**config.mk**
```make
export PLATFORM = sky130hd
export DESIGN_NAME = fsc_fault_category_summary
export DESIGN_NICKNAME = d
export VERILOG_FILES = /design/src/rtl/fsc_pkg.sv /design/src/rtl/fsc_fault_category_summary.sv
export SDC_FILE = /design/constraint.sdc
export NUM_CORES = 1
export LEC_CHECK = 0
export ABC_CLOCK_PERIOD_IN_PS = 4800
export BUFFER_PORTS_ARGS = -buffer_cell sky130_fd_sc_hd__buf_2
export CAP_MARGIN = 20
export CORE_AREA = 2 2 96 98
export CTS_CLUSTER_DIAMETER = 30
export DETAILED_ROUTE_END_ITERATION = 16
export DIE_AREA = 0 0 98 100
export GPL_ROUTABILITY_DRIVEN = 0
export GPL_TIMING_DRIVEN = 0
export PLACE_DENSITY_LB_ADDON = 0.25
export SETUP_SLACK_MARGIN = 0.5
export SLEW_MARGIN = 5
export SYNTH_ARGS = -nofsm -noshare
export SYNTH_HDL_FRONTEND = slang
export SYNTH_SLANG_ARGS = --single-unit
export TNS_END_PERCENT = 10
```
**constraint.sdc**
```tcl
create_clock -name I_SYS_CLK -period 4.8 [get_ports I_SYS_CLK]
set_input_delay 0.72 -clock I_SYS_CLK [delete_from_list [all_inputs] [get_ports I_SYS_CLK]]
set_output_delay 0.72 -clock I_SYS_CLK [all_outputs]
set_load 0.005 [all_outputs]
```
**src/rtl/fsc_pkg.sv**
```systemverilog
// Constants for the fault_category_summary and communication flag block.
// Assumes a 32-bit APB bus whose word index is the register index.
package fsc_pkg;
  // ==========================================================
  // Register indices (byte address is four times the index)
  localparam logic [13:0] IDX_SUMMARY  = 14'h052D;
  localparam logic [13:0] IDX_HOST     = 14'h0530;
  localparam logic [13:0] IDX_CHAIN    = 14'h0531;
  localparam logic [13:0] IDX_MASK     = 14'h0540;
  localparam logic [13:0] IDX_FRST     = 14'h0541;
  localparam logic [13:0] IDX_IRQ_STAT = 14'h0542;
  localparam logic [13:0] IDX_IRQ_MASK = 14'h0543;
  // ==========================================================
  // Summary bit positions
  localparam int SUM_PWR  = 0;
  localparam int SUM_SYS  = 1;
  localparam int SUM_VOLT = 2;
  localparam int SUM_TEMP = 3;
  localparam int SUM_COMM = 4;
  localparam int SUM_OTP  = 5;
  localparam int SUM_COMP = 6;
  localparam int SUM_PROT = 7;
  // ==========================================================
  // Host port flag positions
  localparam int HOST_STOP = 0;
  localparam int HOST_CLR  = 1;
  localparam int HOST_RC   = 2;
  localparam int HOST_RR   = 3;
  localparam int HOST_TR   = 4;
  localparam logic [7:0] HOST_USED = 8'h1F;
  // Chain port flag positions
  localparam int HS_BIT = 0;
  localparam int HS_RC  = 1;
  localparam int HS_RR  = 2;
  localparam int HS_TR  = 3;
  localparam int LS_BIT = 4;
  localparam int LS_RC  = 5;
  localparam int LS_RR  = 6;
  localparam int LS_TR  = 7;
  // ==========================================================
  // Category mask bit positions
  localparam int MB_PWR   = 0;
  localparam int MB_SYS   = 1;
  localparam int MB_OV    = 2;
  localparam int MB_UV    = 3;
  localparam int MB_OT    = 4;
  localparam int MB_UT    = 5;
  localparam int MB_COMP  = 6;
  localparam int MB_OTP   = 7;
  localparam int MB_PROT  = 8;
  localparam int MB_HOST  = 9;
  localparam int MB_CHAIN = 10;
  localparam int MB_HB    = 11;
  localparam int MB_TONE  = 12;
  localparam int MB_FCOMM = 13;
  // Fault reset and interrupt bit positions
  localparam int FR_HOST  = 0;
  localparam int FR_CHAIN = 1;
  localparam int IRQ_HOST = 0;
  localparam int IRQ_CHAIN = 1;
  localparam int IRQ_SUM  = 2;
  // ==========================================================
  // Reset values
  localparam logic [7:0]  RST_FLAGS = 8'h00;
  localparam logic [13:0] RST_MASK  = 14'h0000;
  localparam logic [2:0]  RST_IRQ   = 3'h0;
endpackage

```
**src/rtl/fsc_fault_category_summary.sv**
```systemverilog
// Fault category summary, latched host and chain port communication
// flags, APB register slave and one level interrupt.
// Assumes fault sources run on I_SYS_CLK; only the wake pin is async.
`timescale 1ns/1ps
module fsc_fault_category_summary #(
  parameter int COMP_W = 16,
  parameter int OTP_W  = 8,
  parameter int TEMP_W = 16,
  parameter int VOLT_W = 16,
  parameter int SYS_W  = 8,
  parameter int PWR_W  = 24,
  parameter int PROT_W = 16
) (
  input  wire logic              I_SYS_CLK,
  input  wire logic              I_RST,
  input  wire logic              PSEL,
  input  wire logic              PENABLE,
  input  wire logic              PWRITE,
  input  wire logic [15:0]       PADDR,
  input  wire logic [31:0]       PWDATA,
  output logic                   PREADY,
  output logic                   PSLVERR,
  output logic [31:0]            PRDATA,
  input  wire logic [COMP_W-1:0] I_COMP_FAULTS,
  input  wire logic [OTP_W-1:0]  I_OTP_FAULTS,
  input  wire logic [TEMP_W-1:0] I_OT_FAULTS,
  input  wire logic [TEMP_W-1:0] I_UT_FAULTS,
  input  wire logic [VOLT_W-1:0] I_OV_FAULTS,
  input  wire logic [VOLT_W-1:0] I_UV_FAULTS,
  input  wire logic [SYS_W-1:0]  I_SYS_FAULTS,
  input  wire logic [PWR_W-1:0]  I_PWR_FAULTS,
  input  wire logic [PROT_W-1:0] I_PROT_FAULTS,
  input  wire logic              I_HEARTBEAT_TOO_FAST,
  input  wire logic              I_HEARTBEAT_MISSING,
  input  wire logic              I_TONE_DETECTED,
  input  wire logic              I_COMMUNICATION_SUMMARY_DETECTED,
  input  wire logic              I_HOST_TX_RESPONSE_FAULT,
  input  wire logic              I_HOST_RX_RESPONSE_FAULT,
  input  wire logic              I_HOST_RX_COMMAND_FAULT,
  input  wire logic              I_HOST_CLEAR_SEEN,
  input  wire logic              I_HOST_STOP_SEEN,
  input  wire logic              I_SLEEP_EXIT_PING,
  input  wire logic              I_MODE_ACTIVE,
  input  wire logic              I_MODE_SLEEP,
  input  wire logic              I_WAKE_PIN,
  input  wire logic              I_LOW_SIDE_TX_RESPONSE_FAULT,
  input  wire logic              I_LOW_SIDE_RX_RESPONSE_FAULT,
  input  wire logic              I_LOW_SIDE_RX_COMMAND_FAULT,
  input  wire logic              I_LOW_SIDE_BIT_FAULT,
  input  wire logic              I_HIGH_SIDE_TX_RESPONSE_FAULT,
  input  wire logic              I_HIGH_SIDE_RX_RESPONSE_FAULT,
  input  wire logic              I_HIGH_SIDE_RX_COMMAND_FAULT,
  input  wire logic              I_HIGH_SIDE_BIT_FAULT,
  output logic                   O_FAULT_OUTPUT_PIN_N,
  output logic                   O_IRQ
);

  // ==========================================================
  // Declarations
  logic [7:0]  host_reg;
  logic [7:0]  host_next;
  logic [7:0]  chain_reg;
  logic [7:0]  chain_next;
  logic [7:0]  sum_reg;
  logic [7:0]  sum_next;
  logic [13:0] mask_reg;
  logic [2:0]  irq_stat_reg;
  logic [2:0]  irq_stat_next;
  logic [2:0]  irq_mask_reg;
  logic [2:0]  wake_sync_reg;
  logic        wake_level_reg;
  logic        wake_rise;
  logic        wr_en;
  logic        rd_setup;
  logic [13:0] idx;
  logic        addr_ok;
  logic        hit;
  logic        clr_host;
  logic        clr_chain;
  logic [31:0] rd_mux;

  // ==========================================================
  // APB decode
  assign idx      = PADDR[15:2];
  assign addr_ok  = (PADDR[1:0] == 2'h0);
  assign hit      = addr_ok && (idx == fsc_pkg::IDX_SUMMARY || idx == fsc_pkg::IDX_HOST
                    || idx == fsc_pkg::IDX_CHAIN || idx == fsc_pkg::IDX_MASK
                    || idx == fsc_pkg::IDX_FRST || idx == fsc_pkg::IDX_IRQ_STAT
                    || idx == fsc_pkg::IDX_IRQ_MASK);
  // Write lands only at the access edge where ready is seen
  assign wr_en    = PSEL && PENABLE && PREADY && PWRITE && hit;
  assign rd_setup = PSEL && !PENABLE;
  assign clr_host  = wr_en && idx == fsc_pkg::IDX_FRST && PWDATA[fsc_pkg::FR_HOST];
  assign clr_chain = wr_en && idx == fsc_pkg::IDX_FRST && PWDATA[fsc_pkg::FR_CHAIN];

  // Ready one cycle after setup: every access has zero wait states
  always_ff @(posedge I_SYS_CLK) begin
    if (I_RST) begin
      PREADY  <= 1'b0;
      PSLVERR <= 1'b0;
    end else begin
      PREADY  <= rd_setup;
      PSLVERR <= rd_setup && !hit;
    end
  end

  // Read mux; unmapped addresses read zero and flag an error
  always_comb begin
    rd_mux = 32'h0000_0000;
    if (addr_ok) begin
      unique case (idx)
        fsc_pkg::IDX_SUMMARY:  rd_mux[7:0]  = sum_reg;
        fsc_pkg::IDX_HOST:     rd_mux[7:0]  = host_reg;
        fsc_pkg::IDX_CHAIN:    rd_mux[7:0]  = chain_reg;
        fsc_pkg::IDX_MASK:     rd_mux[13:0] = mask_reg;
        fsc_pkg::IDX_IRQ_STAT: rd_mux[2:0]  = irq_stat_reg;
        fsc_pkg::IDX_IRQ_MASK: rd_mux[2:0]  = irq_mask_reg;
        default:               rd_mux = 32'h0000_0000;
      endcase
    end
  end

  // Read data is captured in setup so it is stable in access
  always_ff @(posedge I_SYS_CLK) begin
    if (I_RST) begin
      PRDATA <= 32'h0000_0000;
    end else if (rd_setup) begin
      PRDATA <= rd_mux;
    end
  end

  // ==========================================================
  // Software controlled masks
  always_ff @(posedge I_SYS_CLK) begin
    if (I_RST) begin
      mask_reg     <= fsc_pkg::RST_MASK;
      irq_mask_reg <= fsc_pkg::RST_IRQ;
    end else if (wr_en) begin
      if (idx == fsc_pkg::IDX_MASK) begin
        mask_reg <= PWDATA[13:0];
      end
      if (idx == fsc_pkg::IDX_IRQ_MASK) begin
        irq_mask_reg <= PWDATA[2:0];
      end
    end
  end

  // ==========================================================
  // Wake pin: three flops, a change counts when last two agree
  always_ff @(posedge I_SYS_CLK) begin
    if (I_RST) begin
      wake_sync_reg  <= 3'h0;
      wake_level_reg <= 1'b0;
    end else begin
      wake_sync_reg <= {wake_sync_reg[1:0], I_WAKE_PIN};
      if (wake_sync_reg[1] == wake_sync_reg[2]) begin
        wake_level_reg <= wake_sync_reg[2];
      end
    end
  end
  assign wake_rise = wake_sync_reg[1] && wake_sync_reg[2] && !wake_level_reg;

  // ==========================================================
  // Host port flags; a detection in the clear cycle still sets
  always_comb begin
    host_next = clr_host ? fsc_pkg::RST_FLAGS : host_reg;
    if (I_HOST_TX_RESPONSE_FAULT) host_next[fsc_pkg::HOST_TR] = 1'b1;
    if (I_HOST_RX_RESPONSE_FAULT) host_next[fsc_pkg::HOST_RR] = 1'b1;
    if (I_HOST_RX_COMMAND_FAULT) host_next[fsc_pkg::HOST_RC] = 1'b1;
    if (I_HOST_CLEAR_SEEN || (I_SLEEP_EXIT_PING && (I_MODE_ACTIVE || I_MODE_SLEEP))
        || (wake_rise && I_MODE_ACTIVE)) begin
      host_next[fsc_pkg::HOST_CLR] = 1'b1;
    end
    if (I_HOST_STOP_SEEN || (I_SLEEP_EXIT_PING && I_MODE_ACTIVE)) begin
      host_next[fsc_pkg::HOST_STOP] = 1'b1;
    end
    host_next = host_next & fsc_pkg::HOST_USED;
  end

  // Chain port flags, low side upper nibble, high side lower
  always_comb begin
    chain_next = clr_chain ? fsc_pkg::RST_FLAGS : chain_reg;
    if (I_LOW_SIDE_TX_RESPONSE_FAULT) chain_next[fsc_pkg::LS_TR] = 1'b1;
    if (I_LOW_SIDE_RX_RESPONSE_FAULT) chain_next[fsc_pkg::LS_RR] = 1'b1;
    if (I_LOW_SIDE_RX_COMMAND_FAULT) chain_next[fsc_pkg::LS_RC] = 1'b1;
    if (I_LOW_SIDE_BIT_FAULT) chain_next[fsc_pkg::LS_BIT] = 1'b1;
    if (I_HIGH_SIDE_TX_RESPONSE_FAULT) chain_next[fsc_pkg::HS_TR] = 1'b1;
    if (I_HIGH_SIDE_RX_RESPONSE_FAULT) chain_next[fsc_pkg::HS_RR] = 1'b1;
    if (I_HIGH_SIDE_RX_COMMAND_FAULT) chain_next[fsc_pkg::HS_RC] = 1'b1;
    if (I_HIGH_SIDE_BIT_FAULT) chain_next[fsc_pkg::HS_BIT] = 1'b1;
  end

  // flags latch until the fault reset write
  always_ff @(posedge I_SYS_CLK) begin
    if (I_RST) begin
      host_reg  <= fsc_pkg::RST_FLAGS;
      chain_reg <= fsc_pkg::RST_FLAGS;
    end else begin
      host_reg  <= host_next;
      chain_reg <= chain_next;
    end
  end

  // ==========================================================
  // Summary: masked OR per category, rebuilt every cycle
  always_comb begin
    sum_next = 8'h00;
    sum_next[fsc_pkg::SUM_COMP] = !mask_reg[fsc_pkg::MB_COMP] && (|I_COMP_FAULTS);
    sum_next[fsc_pkg::SUM_OTP]  = !mask_reg[fsc_pkg::MB_OTP] && (|I_OTP_FAULTS);
    sum_next[fsc_pkg::SUM_COMM] = (!mask_reg[fsc_pkg::MB_HOST] && (|host_reg))
      || (!mask_reg[fsc_pkg::MB_CHAIN] && (|chain_reg))
      || (!mask_reg[fsc_pkg::MB_HB] && (I_HEARTBEAT_TOO_FAST || I_HEARTBEAT_MISSING))
      || (!mask_reg[fsc_pkg::MB_TONE] && I_TONE_DETECTED)
      || (!mask_reg[fsc_pkg::MB_FCOMM] && I_COMMUNICATION_SUMMARY_DETECTED);
    sum_next[fsc_pkg::SUM_TEMP] = (!mask_reg[fsc_pkg::MB_OT] && (|I_OT_FAULTS))
      || (!mask_reg[fsc_pkg::MB_UT] && (|I_UT_FAULTS));
    sum_next[fsc_pkg::SUM_VOLT] = (!mask_reg[fsc_pkg::MB_OV] && (|I_OV_FAULTS))
      || (!mask_reg[fsc_pkg::MB_UV] && (|I_UV_FAULTS));
    sum_next[fsc_pkg::SUM_SYS]  = !mask_reg[fsc_pkg::MB_SYS] && (|I_SYS_FAULTS);
    sum_next[fsc_pkg::SUM_PWR]  = !mask_reg[fsc_pkg::MB_PWR] && (|I_PWR_FAULTS);
    sum_next[fsc_pkg::SUM_PROT] = !mask_reg[fsc_pkg::MB_PROT] && (|I_PROT_FAULTS);
  end

  // recomputed each cycle; pin follows the same bits
  always_ff @(posedge I_SYS_CLK) begin
    if (I_RST) begin
      sum_reg              <= 8'h00;
      O_FAULT_OUTPUT_PIN_N <= 1'b1;
    end else begin
      sum_reg              <= sum_next;
      O_FAULT_OUTPUT_PIN_N <= !(|sum_next);
    end
  end

  // ==========================================================
  // Interrupt status: sticky, write one to clear, set beats clear
  always_comb begin
    irq_stat_next = irq_stat_reg;
    if (wr_en && idx == fsc_pkg::IDX_IRQ_STAT) begin
      irq_stat_next = irq_stat_reg & ~PWDATA[2:0];
    end
    if (host_next != host_reg && (|(host_next & ~host_reg))) begin
      irq_stat_next[fsc_pkg::IRQ_HOST] = 1'b1;
    end
    if (|(chain_next & ~chain_reg)) begin
      irq_stat_next[fsc_pkg::IRQ_CHAIN] = 1'b1;
    end
    if (|(sum_next & ~sum_reg)) begin
      irq_stat_next[fsc_pkg::IRQ_SUM] = 1'b1;
    end
  end

  // Level interrupt, registered so it comes straight from a flop
  always_ff @(posedge I_SYS_CLK) begin
    if (I_RST) begin
      irq_stat_reg <= fsc_pkg::RST_IRQ;
      O_IRQ        <= 1'b0;
    end else begin
      irq_stat_reg <= irq_stat_next;
      O_IRQ        <= |(irq_stat_next & irq_mask_reg);
    end
  end
endmodule // fsc_fault_category_summary

```
Yosys cells after proc, flatten, opt, wreduce, memory -nomap -nowiden
Cells that the tools add are included.

word-level totals
  memories = 0
  input bits = 210
  flip-flop bits (word level) = 81
  memory bits (read-only) = 0
  RAM bits = 0
  bits in latches = 0

operators by class
  divide/modulo/power cells = 0
  $add $sub $neg = 0
  reductions and logical operators = 85
  equal/unequal tests = 9
  shift operators = 0
  multiply operators = 0
  bitwise logic cells = 9
  magnitude comparators = 0
  muxes and demuxes = 23

operators with widths
  kind                    count
  $eq A14 B11 Y1 const B  7
  $reduce_or A16 Y1       6
  $reduce_or A8 Y1        8
  $logic_and A1 B1 Y1     31
  $reduce_or A24 Y1       1
  $pmux W5 S4             1
  $logic_not A1 Y1        18
  $pmux W3 S6             1
  $logic_or A1 B1 Y1      17
  $and A8 B8 Y8           2
  $mux W1                 16
  $not A8 Y8              2
  $mux W14                1
  $and A5 B8 Y8           1
  $mux W8                 1
  $not A5 Y8              1
  $and A3 B3 Y3           2
  $mux W6                 1
  $mux W5                 1
  $ne A5 B5 Y1            1
  $reduce_and A2 Y1       2
  $mux W3                 1
  $not A3 Y3              1
  $reduce_or A3 Y1        1
  2 further kinds         2

Depth between registers and ports, before layout
Gate-level depths: netlist (run 1).

  depth after elaboration = 19
  mapped depth = 10
  depth with buffers taken out = 10

Worst setup path after synthesis (run 1)
Ideal clock, no wire load.

  path kind = input-to-reg
  from = in PADDR[7]
  to = reg O_IRQ
  stages on the path = 9
  data arrival time = 2.811 ns
  data required time = 4.731 ns
  slack = 1.921 ns
  cells stage by stage = nor4b_1 -> nand3_2 -> or2_1 -> a221o_1 -> ha_1 -> o311a_1 -> o32ai_1 -> a22oi_1 -> o21ai_1

on the way
  longest elaborated chain between the ends = 19
  elaborated cells between the ends (all ways) = 46

ends and longest elaborated chain
  what                                  RTL line                           text
  from (decl)                           fsc_fault_category_summary.sv:19   input wire logic [15:0] PADDR,
  $eq A14 B11 Y1                        fsc_fault_category_summary.sv:86   assign hit = addr_ok && (idx == fsc_pkg::IDX_SUMMARY || idx == fsc_pkg::IDX_HOST
  $logic_or A1 B1 Y1                    fsc_fault_category_summary.sv:86
  $logic_or A1 B1 Y1 (2 in a row)       fsc_fault_category_summary.sv:87   || idx == fsc_pkg::IDX_CHAIN || idx == fsc_pkg::IDX_MASK
  $logic_or A1 B1 Y1 (2 in a row)       fsc_fault_category_summary.sv:88   || idx == fsc_pkg::IDX_FRST || idx == fsc_pkg::IDX_IRQ_STAT
  $logic_or A1 B1 Y1                    fsc_fault_category_summary.sv:89   || idx == fsc_pkg::IDX_IRQ_MASK);
  $logic_and A1 B1 Y1                   fsc_fault_category_summary.sv:86
  $logic_and A1 B1 Y1                   fsc_fault_category_summary.sv:91   assign wr_en = PSEL && PENABLE && PREADY && PWRITE && hit;
  $logic_and A1 B1 Y1 (*) (2 in a row)  fsc_fault_category_summary.sv:93   assign clr_host = wr_en && idx == fsc_pkg::IDX_FRST && PWDATA[fsc_pkg::FR_HOST];
  $mux W5 (*)                           fsc_fault_category_summary.sv:166  host_next = clr_host ? fsc_pkg::RST_FLAGS : host_reg;
  $mux W1 (*)                           fsc_fault_category_summary.sv:174  if (I_HOST_STOP_SEEN || (I_SLEEP_EXIT_PING && I_MODE_ACTIVE)) begin
  net host_next[0]                      fsc_fault_category_summary.sv:61   logic [7:0] host_next;
  $and A5 B8 Y8                         fsc_fault_category_summary.sv:242  if (host_next != host_reg && (|(host_next & ~host_reg))) begin
  $reduce_or A8 Y1                      fsc_fault_category_summary.sv:242
  $logic_and A1 B1 Y1 (*)               fsc_fault_category_summary.sv:242
  $mux W1 (*)                           fsc_fault_category_summary.sv:242
  $and A3 B3 Y3 (*)                     fsc_fault_category_summary.sv:260  O_IRQ <= |(irq_stat_next & irq_mask_reg);
  $reduce_or A3 Y1 (*)                  fsc_fault_category_summary.sv:260
  to (signal assigned)                  fsc_fault_category_summary.sv:260
  to (decl)                             fsc_fault_category_summary.sv:55   output logic O_IRQ

The timed path passes the listed nets; every way through them passes the cells marked *.
A chain may end at the register's enable or synchronous reset.

Worst setup path in the final report (run 1)
Same ends and word-level chain as after synthesis.

==> run summary, run 1 <==
met1 GRT Util - 0.255
syn_area_per_cell - 8.81 um2
post-synthesis mux area share - 0.0600
non-filler cells, final - 732
cell with the most instances after synthesis - dfxtp_1
Commonest cells post-synth - dfxtp_1, nor2_1, nor4_1
XOR/XNOR Fraction of Synth Area - 0
Mapped Area - 3340 um2
Initial DRT Pass Iterations - 7
Final Worst Setup Slack - 1.58 ns
fin crit share - 0.671
pwr/cell area - 263 nW/um2
Area contributors post-synth - dfxtp_1, nor4_1, mux2i_1
Synth Instances - 379
storage element area - 1260 um2
main flop type after synthesis - dfxtp_1
clk_skew - 0.00670 ns
Max Cap Viol - 0
Arrival @ worst endpoint - 3.51 ns
Synth Area in Compound Gates - 0.186
setup violators final - 0
Nets - 829
ANT nets after route - 0
final critical-path required period - 3.22 ns
H-tree level count - 3
RSZ-0062 raised after global routing - false
worst slack, placed - 1.29 ns
CP startpoint kind - input pin
Clock Tree Buf Depth - 2
highest clock rate - 0.310 GHz
number of global-route vias before repair - 3641
Netlist cell types - 62
CTS resizes - 0
core area - 8890 um2
slowest CP cell - nor4b_1
setup bufs post-CTS - 0
# fillers - 864
critical path's largest stage delay - 0.58 ns
synth warn - 0
Slew HR - 0.437
Starting Density - 0.376
sequential fraction of the synthesis area - 0.378
port bufs - 209
leakage dissipation - 0.00219 uW
I/O pin count - 246
endpoint type of the worst setup path - flop
Hold Vio Cnt, Final - 0
worst path required time - 5.08 ns
final count of pins violating max slew - 0
Rows - 35
GRT Util Overall - 0.221
post-synthesis register bit count - 63
CP max FO - 9
ant diodes - 0
CTS tree - yes
# hold bufs at CTS - 0
slew at the pin with the worst max-slew slack - 0.839 ns
met2 usage - 0.403
global-route wire length before repair - 17200 um
cell taking the most area after synthesis - dfxtp_1
antenna violations before repair - 0
CTS clock-pin slew for the worst setup and hold paths - 0.07 ns
largest family of logic cells by synthesized area - simple AND/OR/NAND/NOR gates
status - complete, no violations
Total Wirelength - 11300 um
Via Count - 3874
min-delay src - wake_sync_reg[0]
CP startpoint - PADDR[7]
largest net degree at the start of global routing - 13
clk sinks - 63
busiest metal layer after global routing - met2
multi-input logic area - 1860 um2
Post-synth EDFFs - 0
Simple-Gate Fraction of Synth Area - 0.279
Min-Delay Path Class - reg2reg
Async SR Flop Fraction - 0
critical path class - in2reg
Synth Area in Adders - 0.0112
M3 GR Usage - 0.0418
setup TNS - 0 ns
vias per inst - 5.29
DRC viols - 0
chip height - 100 um
per-cell routed wire length - 15.4 um
total CTS buffers - 9
grt ovf - 0
placed cell count - 716
DP HPWL - 9230 um
root buf cell - clkbuf_8
clk_lat worst skew - 0.35 ns
Syn-to-layout area delta - 44.3%
Die W - 98 um
die footprint - 9800 um2
CP cell instances - buf_2 -> nor4b_1 -> nand3_2 -> or2_1 -> a221o_1 -> ha_1 -> o311a_1 -> o32ai_1 -> a22oi_1 -> o21ai_1
RR Startpoint - PREADY
proportion of layout cells with a drive suffix above 1 - 0.424
post-layout util - 0.542
peak supply drop - 0.000141 V
Yosys top cell area share - 0.378
Initial DRC Count - 244
## worst paths after layout
kind / endpoint / slack (ns) / cells past startpoint
setup / recovery: O_IRQ / 1.58 / 10
hold / removal: wake_sync_reg[1] / 0.44 / 1
setup reg to reg: O_IRQ / 2.37 / 9
hold reg to reg: wake_sync_reg[1] / 0.44 / 1
## kinds of logic after synthesis
logic type                 Yosys count
muxes                               20
DFF                                 63
adders and majority gates            3
other                                1
buffers and inverters               51
AOI/OAI and AO/OA                   83
and+or+nand+nor                    158
## metrics by stage
| step | instance area, um2 | hold WS, ns | power [uW] |
|---|---|---|---|
| global placement | 4590 | 0.421 | 739 |
| floorplan | 3400 | 0.414 | 636 |
| detailed placement | 4590 | 0.428 | 744 |
| finish | 4820 | 0.442 | 1270 |
| CTS | 4820 | 0.449 | 1270 |
| global route | 4820 | 0.461 | 1320 |
## power by group
group          switching [uW]  internal [uW]  total [uW]
clock                     226            309         535
combinational            80.4           98.1         179
sequential               15.4            540         555
total                     322            947        1270
## routing by layer
metal / up-vias / share of wire
met4: 0 / 0.027
met1: 1782 / 0.39
met3: 26 / 0.086
met5: - / 0
met2: 186 / 0.50
li1: 1880 / -
## critical path, delay by kind of cell
family,cells,cell delay (ns)
buffers and inverters,1,0.12
and+or+nand+nor,3,1.32
adders and majority gates,1,0.28
AOI/OAI and AO/OA,5,1.07
## final cells by class
class,count,share of cell area
repair buffers,209,0.217
multi-input cells,282,0.386
well taps,111,0.0288
clock buffers,10,0.0286
inverters,21,0.0164
plain buffers,30,0.0423
flip-flops and latches,63,0.262
clock inverters,6,0.0192
## cell usage in the layout (no fill, tap or decap), types with 5 or more instances in the layout
master | netlist | layout
a222oi_1 | 8 | 8
conb_1 | 1 | 18
nand4_1 | 6 | 6
nor4_1 | 39 | 39
nand2b_1 | 9 | 9
inv_1 | 20 | 20
o21ai_0 | 7 | 7
nand2_1 | 19 | 19
nor3_1 | 5 | 5
a22o_1 | 9 | 9
a21oi_1 | 16 | 16
dfxtp_1 | 63 | 63
mux2i_1 | 20 | 20
buf_2 | 1 | 210
clkbuf_8 | 0 | 10
clkbuf_1 | 6 | 6
nor2b_1 | 5 | 5
buf_4 | 20 | 20
a22oi_1 | 8 | 8
nand3_1 | 6 | 6
nor2_1 | 42 | 42
Power figures use the tool's default switching activity.
==> run 2: changes to the inputs <==
--- a/config.mk
+++ b/config.mk
@@ -5,13 +5,14 @@
 export SDC_FILE = /design/constraint.sdc
 export NUM_CORES = 1
 export LEC_CHECK = 0
-export ABC_CLOCK_PERIOD_IN_PS = 4800
+export ABC_CLOCK_PERIOD_IN_PS = 2600
 export BUFFER_PORTS_ARGS = -buffer_cell sky130_fd_sc_hd__buf_2
 export CAP_MARGIN = 20
-export CORE_AREA = 2 2 96 98
+export CORE_ASPECT_RATIO = 2
+export CORE_MARGIN = 2
+export CORE_UTILIZATION = 37
 export CTS_CLUSTER_DIAMETER = 30
 export DETAILED_ROUTE_END_ITERATION = 16
-export DIE_AREA = 0 0 98 100
 export GPL_ROUTABILITY_DRIVEN = 0
 export GPL_TIMING_DRIVEN = 0
 export PLACE_DENSITY_LB_ADDON = 0.25
==> constraint.sdc (replaced) <==
create_clock -name I_SYS_CLK -period 2.6 [get_ports I_SYS_CLK]
set_input_delay 0.39 -clock I_SYS_CLK [delete_from_list [all_inputs] [get_ports I_SYS_CLK]]
set_output_delay 0.39 -clock I_SYS_CLK [all_outputs]
set_load 0.005 [all_outputs]
==> run 2 against run 1 <==
Compared with the run above: highest routed layer unchanged; cell count is the same; utilization grew 1.9 points; count of clock-buffer cells in the layout grew 1; largest power group is now the clock network.
==> run summary, run 2 (synthesis results as in run 1) <==
status - complete, no violations
switching power - 592 uW
worst reg-to-reg setup slack - 0.27 ns
grt ovf - 0
Starting Density - 0.376
internal power - 1850 uW
Max Cap Viol - 0
Arrival @ worst endpoint - 2.60 ns
worst path required time - 2.85 ns
clk sinks - 63
Hold Vio Cnt, Final - 0
sw frac - 0.242
final count of pins violating max slew - 0
highest clock rate - 0.426 GHz
Via Count - 3974
critical path buffer and inverter count - 1
Die W - 71.2 um
per-cell routed wire length - 16.2 um
total CTS buffers - 9
critical path's largest stage delay - 0.37 ns
Power Total - 2440 uW
min-delay src - I_WAKE_PIN
Hold Path Stages - 2
WHS Endpoint - wake_sync_reg[0]
worst reg2reg path depth - 9
leakage dissipation - 0.00229 uW
GRT Util Overall - 0.235
most frequent cells in the layout - buf_2, dfxtp_1, nor2_1
Clock Tree Buf Depth - 2
number of global-route vias before repair - 3847
register share of total power - 0.422
clk_skew - 0.00305 ns
antenna violations before repair - 0
RSZ-0062 raised after global routing - true
ANT nets after route - 0
pwr/cell area - 489 nW/um2
endpoint type of the worst setup path - flop
slew at the pin with the worst max-slew slack - 0.915 ns
RR Startpoint - PREADY
global-route wire length before repair - 18200 um
Syn-to-layout area delta - 49.5%
Initial DRT Pass Iterations - 6
Nets - 839
die footprint - 9840 um2
Final Worst Setup Slack - 0.251 ns
Reg-to-Reg End - O_IRQ
final critical-path required period - 2.35 ns
DP HPWL - 9830 um
Clk pwr share - 0.436
critical path class - in2reg
family with the most delay on the worst path - compound AO/OA/AOI/OAI gates
Min-Delay Path Class - in2reg
worst slack, placed - -0.303 ns
H-tree level count - 3
fin crit share - 0.903
Initial DRC Count - 200
Total Wirelength - 11900 um
CP startpoint kind - input pin
slowest CP cell - a221o_1
DRC viols - 0
port bufs - 209
clk_lat worst skew - 0.32 ns
CTS clock-pin slew for the worst setup and hold paths - 0.05 ns
core area - 8890 um2
setup violators final - 0
proportion of layout cells with a drive suffix above 1 - 0.438
CP max FO - 4
Slew HR - 0.386
ant diodes - 0
Combinational Power Share - 0.142
vias per inst - 5.43
peak supply drop - 0.000355 V
chip height - 138 um
largest net degree at the start of global routing - 11
Rows - 49
I/O pin count - 246
root buf cell - clkbuf_16
most common cell after layout, fill and taps aside - buf_2
CP cell instances - buf_6 -> nor4b_4 -> nand3_4 -> or2_4 -> a221o_1 -> ha_1 -> o311a_1 -> o32ai_2 -> a22oi_1 -> o21ai_1
CTS tree - yes
run 2: changes by cell type in the layout (fill, tap and decap cells not counted), moves of 3 or more:
cell       before  now
buf_4          20   30
buf_2         210  206
clkbuf_16       0    9
clkinv_2        0    3
buf_6           2    5
clkbuf_8       10    1
run 2: stage by stage:
step / TNS [ns] / instances / hold slack [ns] / utilization / area [um2]
after floorplan: 0 / 396 / 0.414 / - / 3430
after global placement: -0.352 / 707 / 0.423 / 0.518 / 4610
after detailed placement: -0.423 / 707 / 0.439 / 0.518 / 4610
after CTS: 0 / 724 / 0.294 / 0.551 / 4900
after global routing: 0 / 732 / 0.306 / 0.561 / 4990
final: 0 / 732 / 0.290 / 0.561 / 4990
run 2: per-layer routing:
metal | vias to the layer above | GRT usage | part of all wire
li1 | 1897 | - | -
met5 | - | 0 | 0
met2 | 237 | 0.436 | 0.55
met3 | 35 | 0.0364 | 0.073
met1 | 1805 | 0.238 | 0.34
met4 | 0 | 0.130 | 0.044
run 2: area by class of cell:
type / instances / area (um2)
inverter: 21 / 78.8
clock buffer: 11 / 243
timing repair buffer: 219 / 1150
fill: 829 / 3900
clock inverter: 4 / 22.5
sequential: 63 / 1260
tap: 102 / 128
buffer: 30 / 204
multi-input combinational: 282 / 1900
run 2: worst max-delay path by stage:
stage	start	to	depth (start not counted)	slack, ns
2_1_floorplan	PADDR[14]	O_IRQ	9	0.22
3_3_place_gp	PADDR[7]	O_IRQ	10	-0.27
3_5_place_dp	PADDR[7]	O_IRQ	10	-0.30
4_1_cts	PREADY	O_IRQ	9	0.26
5_1_grt	PADDR[13]	O_IRQ	10	0.17
6_report	PADDR[9]	O_IRQ	10	0.25
run 2: repair_timing:
action,4_1_cts,5_1_grt
gates resized for setup,1,12
endpoints found under the setup margin,12,29
pin swaps,2,12
hold buffers,0,0
buffers inserted,2,8
run 2: worst reg2reg max path, cell delays in order (launching register included):
cell,delay [ns]
dfxtp_2,0.32
and4_4,0.21
nand4_1,0.10
or2_4,0.28
a221o_1,0.38
ha_1,0.31
o311a_1,0.12
o32ai_2,0.33
a22oi_1,0.11
o21ai_1,0.10
run 2: power groups by stage:
| stage | Clock, uW | Sequential, uW | Combinational, uW |
|---|---|---|---|
| after detailed placement | 0 | 1050 | 334 |
| after global routing | 1120 | 1030 | 380 |
| after floorplan | 0 | 1040 | 141 |
| final | 1070 | 1030 | 346 |
| after CTS | 1080 | 1030 | 338 |
| after global placement | 0 | 1050 | 325 |
==> run 3: changes to the inputs <==
--- a/config.mk
+++ b/config.mk
@@ -16,7 +16,6 @@
 export GPL_ROUTABILITY_DRIVEN = 0
 export GPL_TIMING_DRIVEN = 0
 export PLACE_DENSITY_LB_ADDON = 0.25
-export SETUP_SLACK_MARGIN = 0.5
 export SLEW_MARGIN = 5
 export SYNTH_ARGS = -nofsm -noshare
 export SYNTH_HDL_FRONTEND = slang
==> run 3 against run 2 <==
Compared with the run above: combinational power decreased by 1%; die area stayed put; final area decreased by 0.68%; count of clock-buffer cells in the layout is 1 lower; non-clock buffer count down 9; sequential cell count unchanged; utilization shrank 0.38 points; critical endpoint unchanged; register-to-register slack better by 0.03 ns; worst setup slack worse by 0.11 ns; first-iteration DRC count down 16%; critical path depth unchanged; clock skew increased by 0.0019 ns.
==> run summary, run 3 (synthesis results as in run 1) <==
status - complete, no violations
DP HPWL - 10100 um
total CTS buffers - 9
number of global-route vias before repair - 3950
highest clock rate - 0.407 GHz
die footprint - 9840 um2
endpoint type of the worst setup path - flop
largest net degree at the start of global routing - 13
Finished Cell Area - 4960 um2
# hold bufs at CTS - 0
CTS clock-pin slew for the worst setup and hold paths - 0.06 ns
Nets - 830
clk_skew - 0.00497 ns
most common cell after layout, fill and taps aside - buf_2
Arrival @ worst endpoint - 2.67 ns
Final Worst Setup Slack - 0.140 ns
global-route wire length before repair - 18900 um
worst reg2reg path depth - 9
grt ovf - 0
Via Count - 3902
ANT nets after route - 0
Syn-to-layout area delta - 48.5%
Max Cap Viol - 0
final count of pins violating max slew - 0
I/O pin count - 246
Die W - 71.2 um
worst slack, placed - -0.669 ns
vias per inst - 5.39
RSZ-0062 raised after global routing - false
clk sinks - 63
Slew HR - 0.332
final critical-path required period - 2.46 ns
pwr/cell area - 543 nW/um2
peak supply drop - 0.000339 V
port bufs - 209
worst path required time - 2.81 ns
leakage dissipation - 0.00226 uW
most frequent cells in the layout - buf_2, dfxtp_1, nor2_1
antenna violations before repair - 0
CTS tree - yes
H-tree level count - 3
fin crit share - 0.946
GRT Util Overall - 0.246
# fillers - 841
setup violators final - 0
Initial DRT Pass Iterations - 4
Rows - 49
Clock Tree Buf Depth - 2
Starting Density - 0.376
Initial DRC Count - 168
core area - 8890 um2
Hold Vio Cnt, Final - 0
placed cell count - 707
CP startpoint kind - input pin
ant diodes - 0
per-cell routed wire length - 16.8 um
chip height - 138 um
non-filler cells, final - 724
root buf cell - clkbuf_16
critical path class - in2reg
DRC viols - 0
clk_lat worst skew - 0.34 ns
slew at the pin with the worst max-slew slack - 0.995 ns
Hold Path Stages - 2
setup TNS - 0 ns
proportion of layout cells with a drive suffix above 1 - 0.429
DP Area - 4580 um2
Total Wirelength - 12100 um
CP max FO - 9
Min-Delay Path Class - in2reg
## run 3: final cells by class
| class | instances | area, um2 | share of cell area |
|---|---|---|---|
| multi-input cells | 282 | 1900 | 0.383 |
| flip-flops and latches | 63 | 1260 | 0.254 |
| repair buffers | 210 | 1050 | 0.213 |
| clock buffers | 10 | 239 | 0.0482 |
| plain buffers | 30 | 204 | 0.0412 |
| well taps | 102 | 128 | 0.0258 |
| clock inverters | 6 | 92.6 | 0.0187 |
| inverters | 21 | 78.8 | 0.0159 |
## run 3: where the power goes
| group | switching, uW | internal [uW] | total, uW | leakage [uW] |
|---|---|---|---|---|
| combinational | 157 | 184 | 342 | 0.00159 |
| sequential | 30.2 | 998 | 1030 | 0.000517 |
| clock | 451 | 869 | 1320 | 0.000155 |
| total | 638 | 2050 | 2690 | 0.00226 |
## run 3: worst paths after layout
check	startpoint	slack, ns	to
setup reg to reg	PREADY	0.30	O_IRQ
hold reg to reg	wake_sync_reg[0]	0.45	wake_sync_reg[1]
setup / recovery	PADDR[7]	0.14	O_IRQ
hold / removal	I_WAKE_PIN	0.27	wake_sync_reg[0]
## run 3: what timing repair did
item / CTS / global route
pin swaps: 1 / 1
endpoints found under the setup margin: 2 / 1
resized for setup: 4 / 2
cloned: 0 / 0
setup buffers: 1 / 0
## run 3: through the flow
| stage | utilization | power [uW] | hold WS, ns |
|---|---|---|---|
| after floorplan | - | 1170 | 0.414 |
| final | 0.557 | 2690 | 0.268 |
| after global placement | 0.515 | 1370 | 0.421 |
| after CTS | 0.556 | 2700 | 0.263 |
| after detailed placement | 0.515 | 1380 | 0.435 |
| after global routing | 0.557 | 2790 | 0.279 |
## run 3: critical path: stages
cell     delay [ns]
buf_2          0.13
nor4b_4        0.39
nand3_4        0.20
or2_4          0.33
a221o_1        0.37
ha_1           0.29
o311a_1        0.17
o32ai_2        0.09
a22oi_1        0.20
o21ai_1        0.11
## run 3: per-layer routing
metal | routed length (um) | global-route usage | vias to the layer above
met2 | 6450 | 0.443 | 211
met5 | 0 | 0 | -
met1 | 4250 | 0.249 | 1770
li1 | - | - | 1887
met4 | 524 | 0.142 | 0
met3 | 915 | 0.0598 | 34
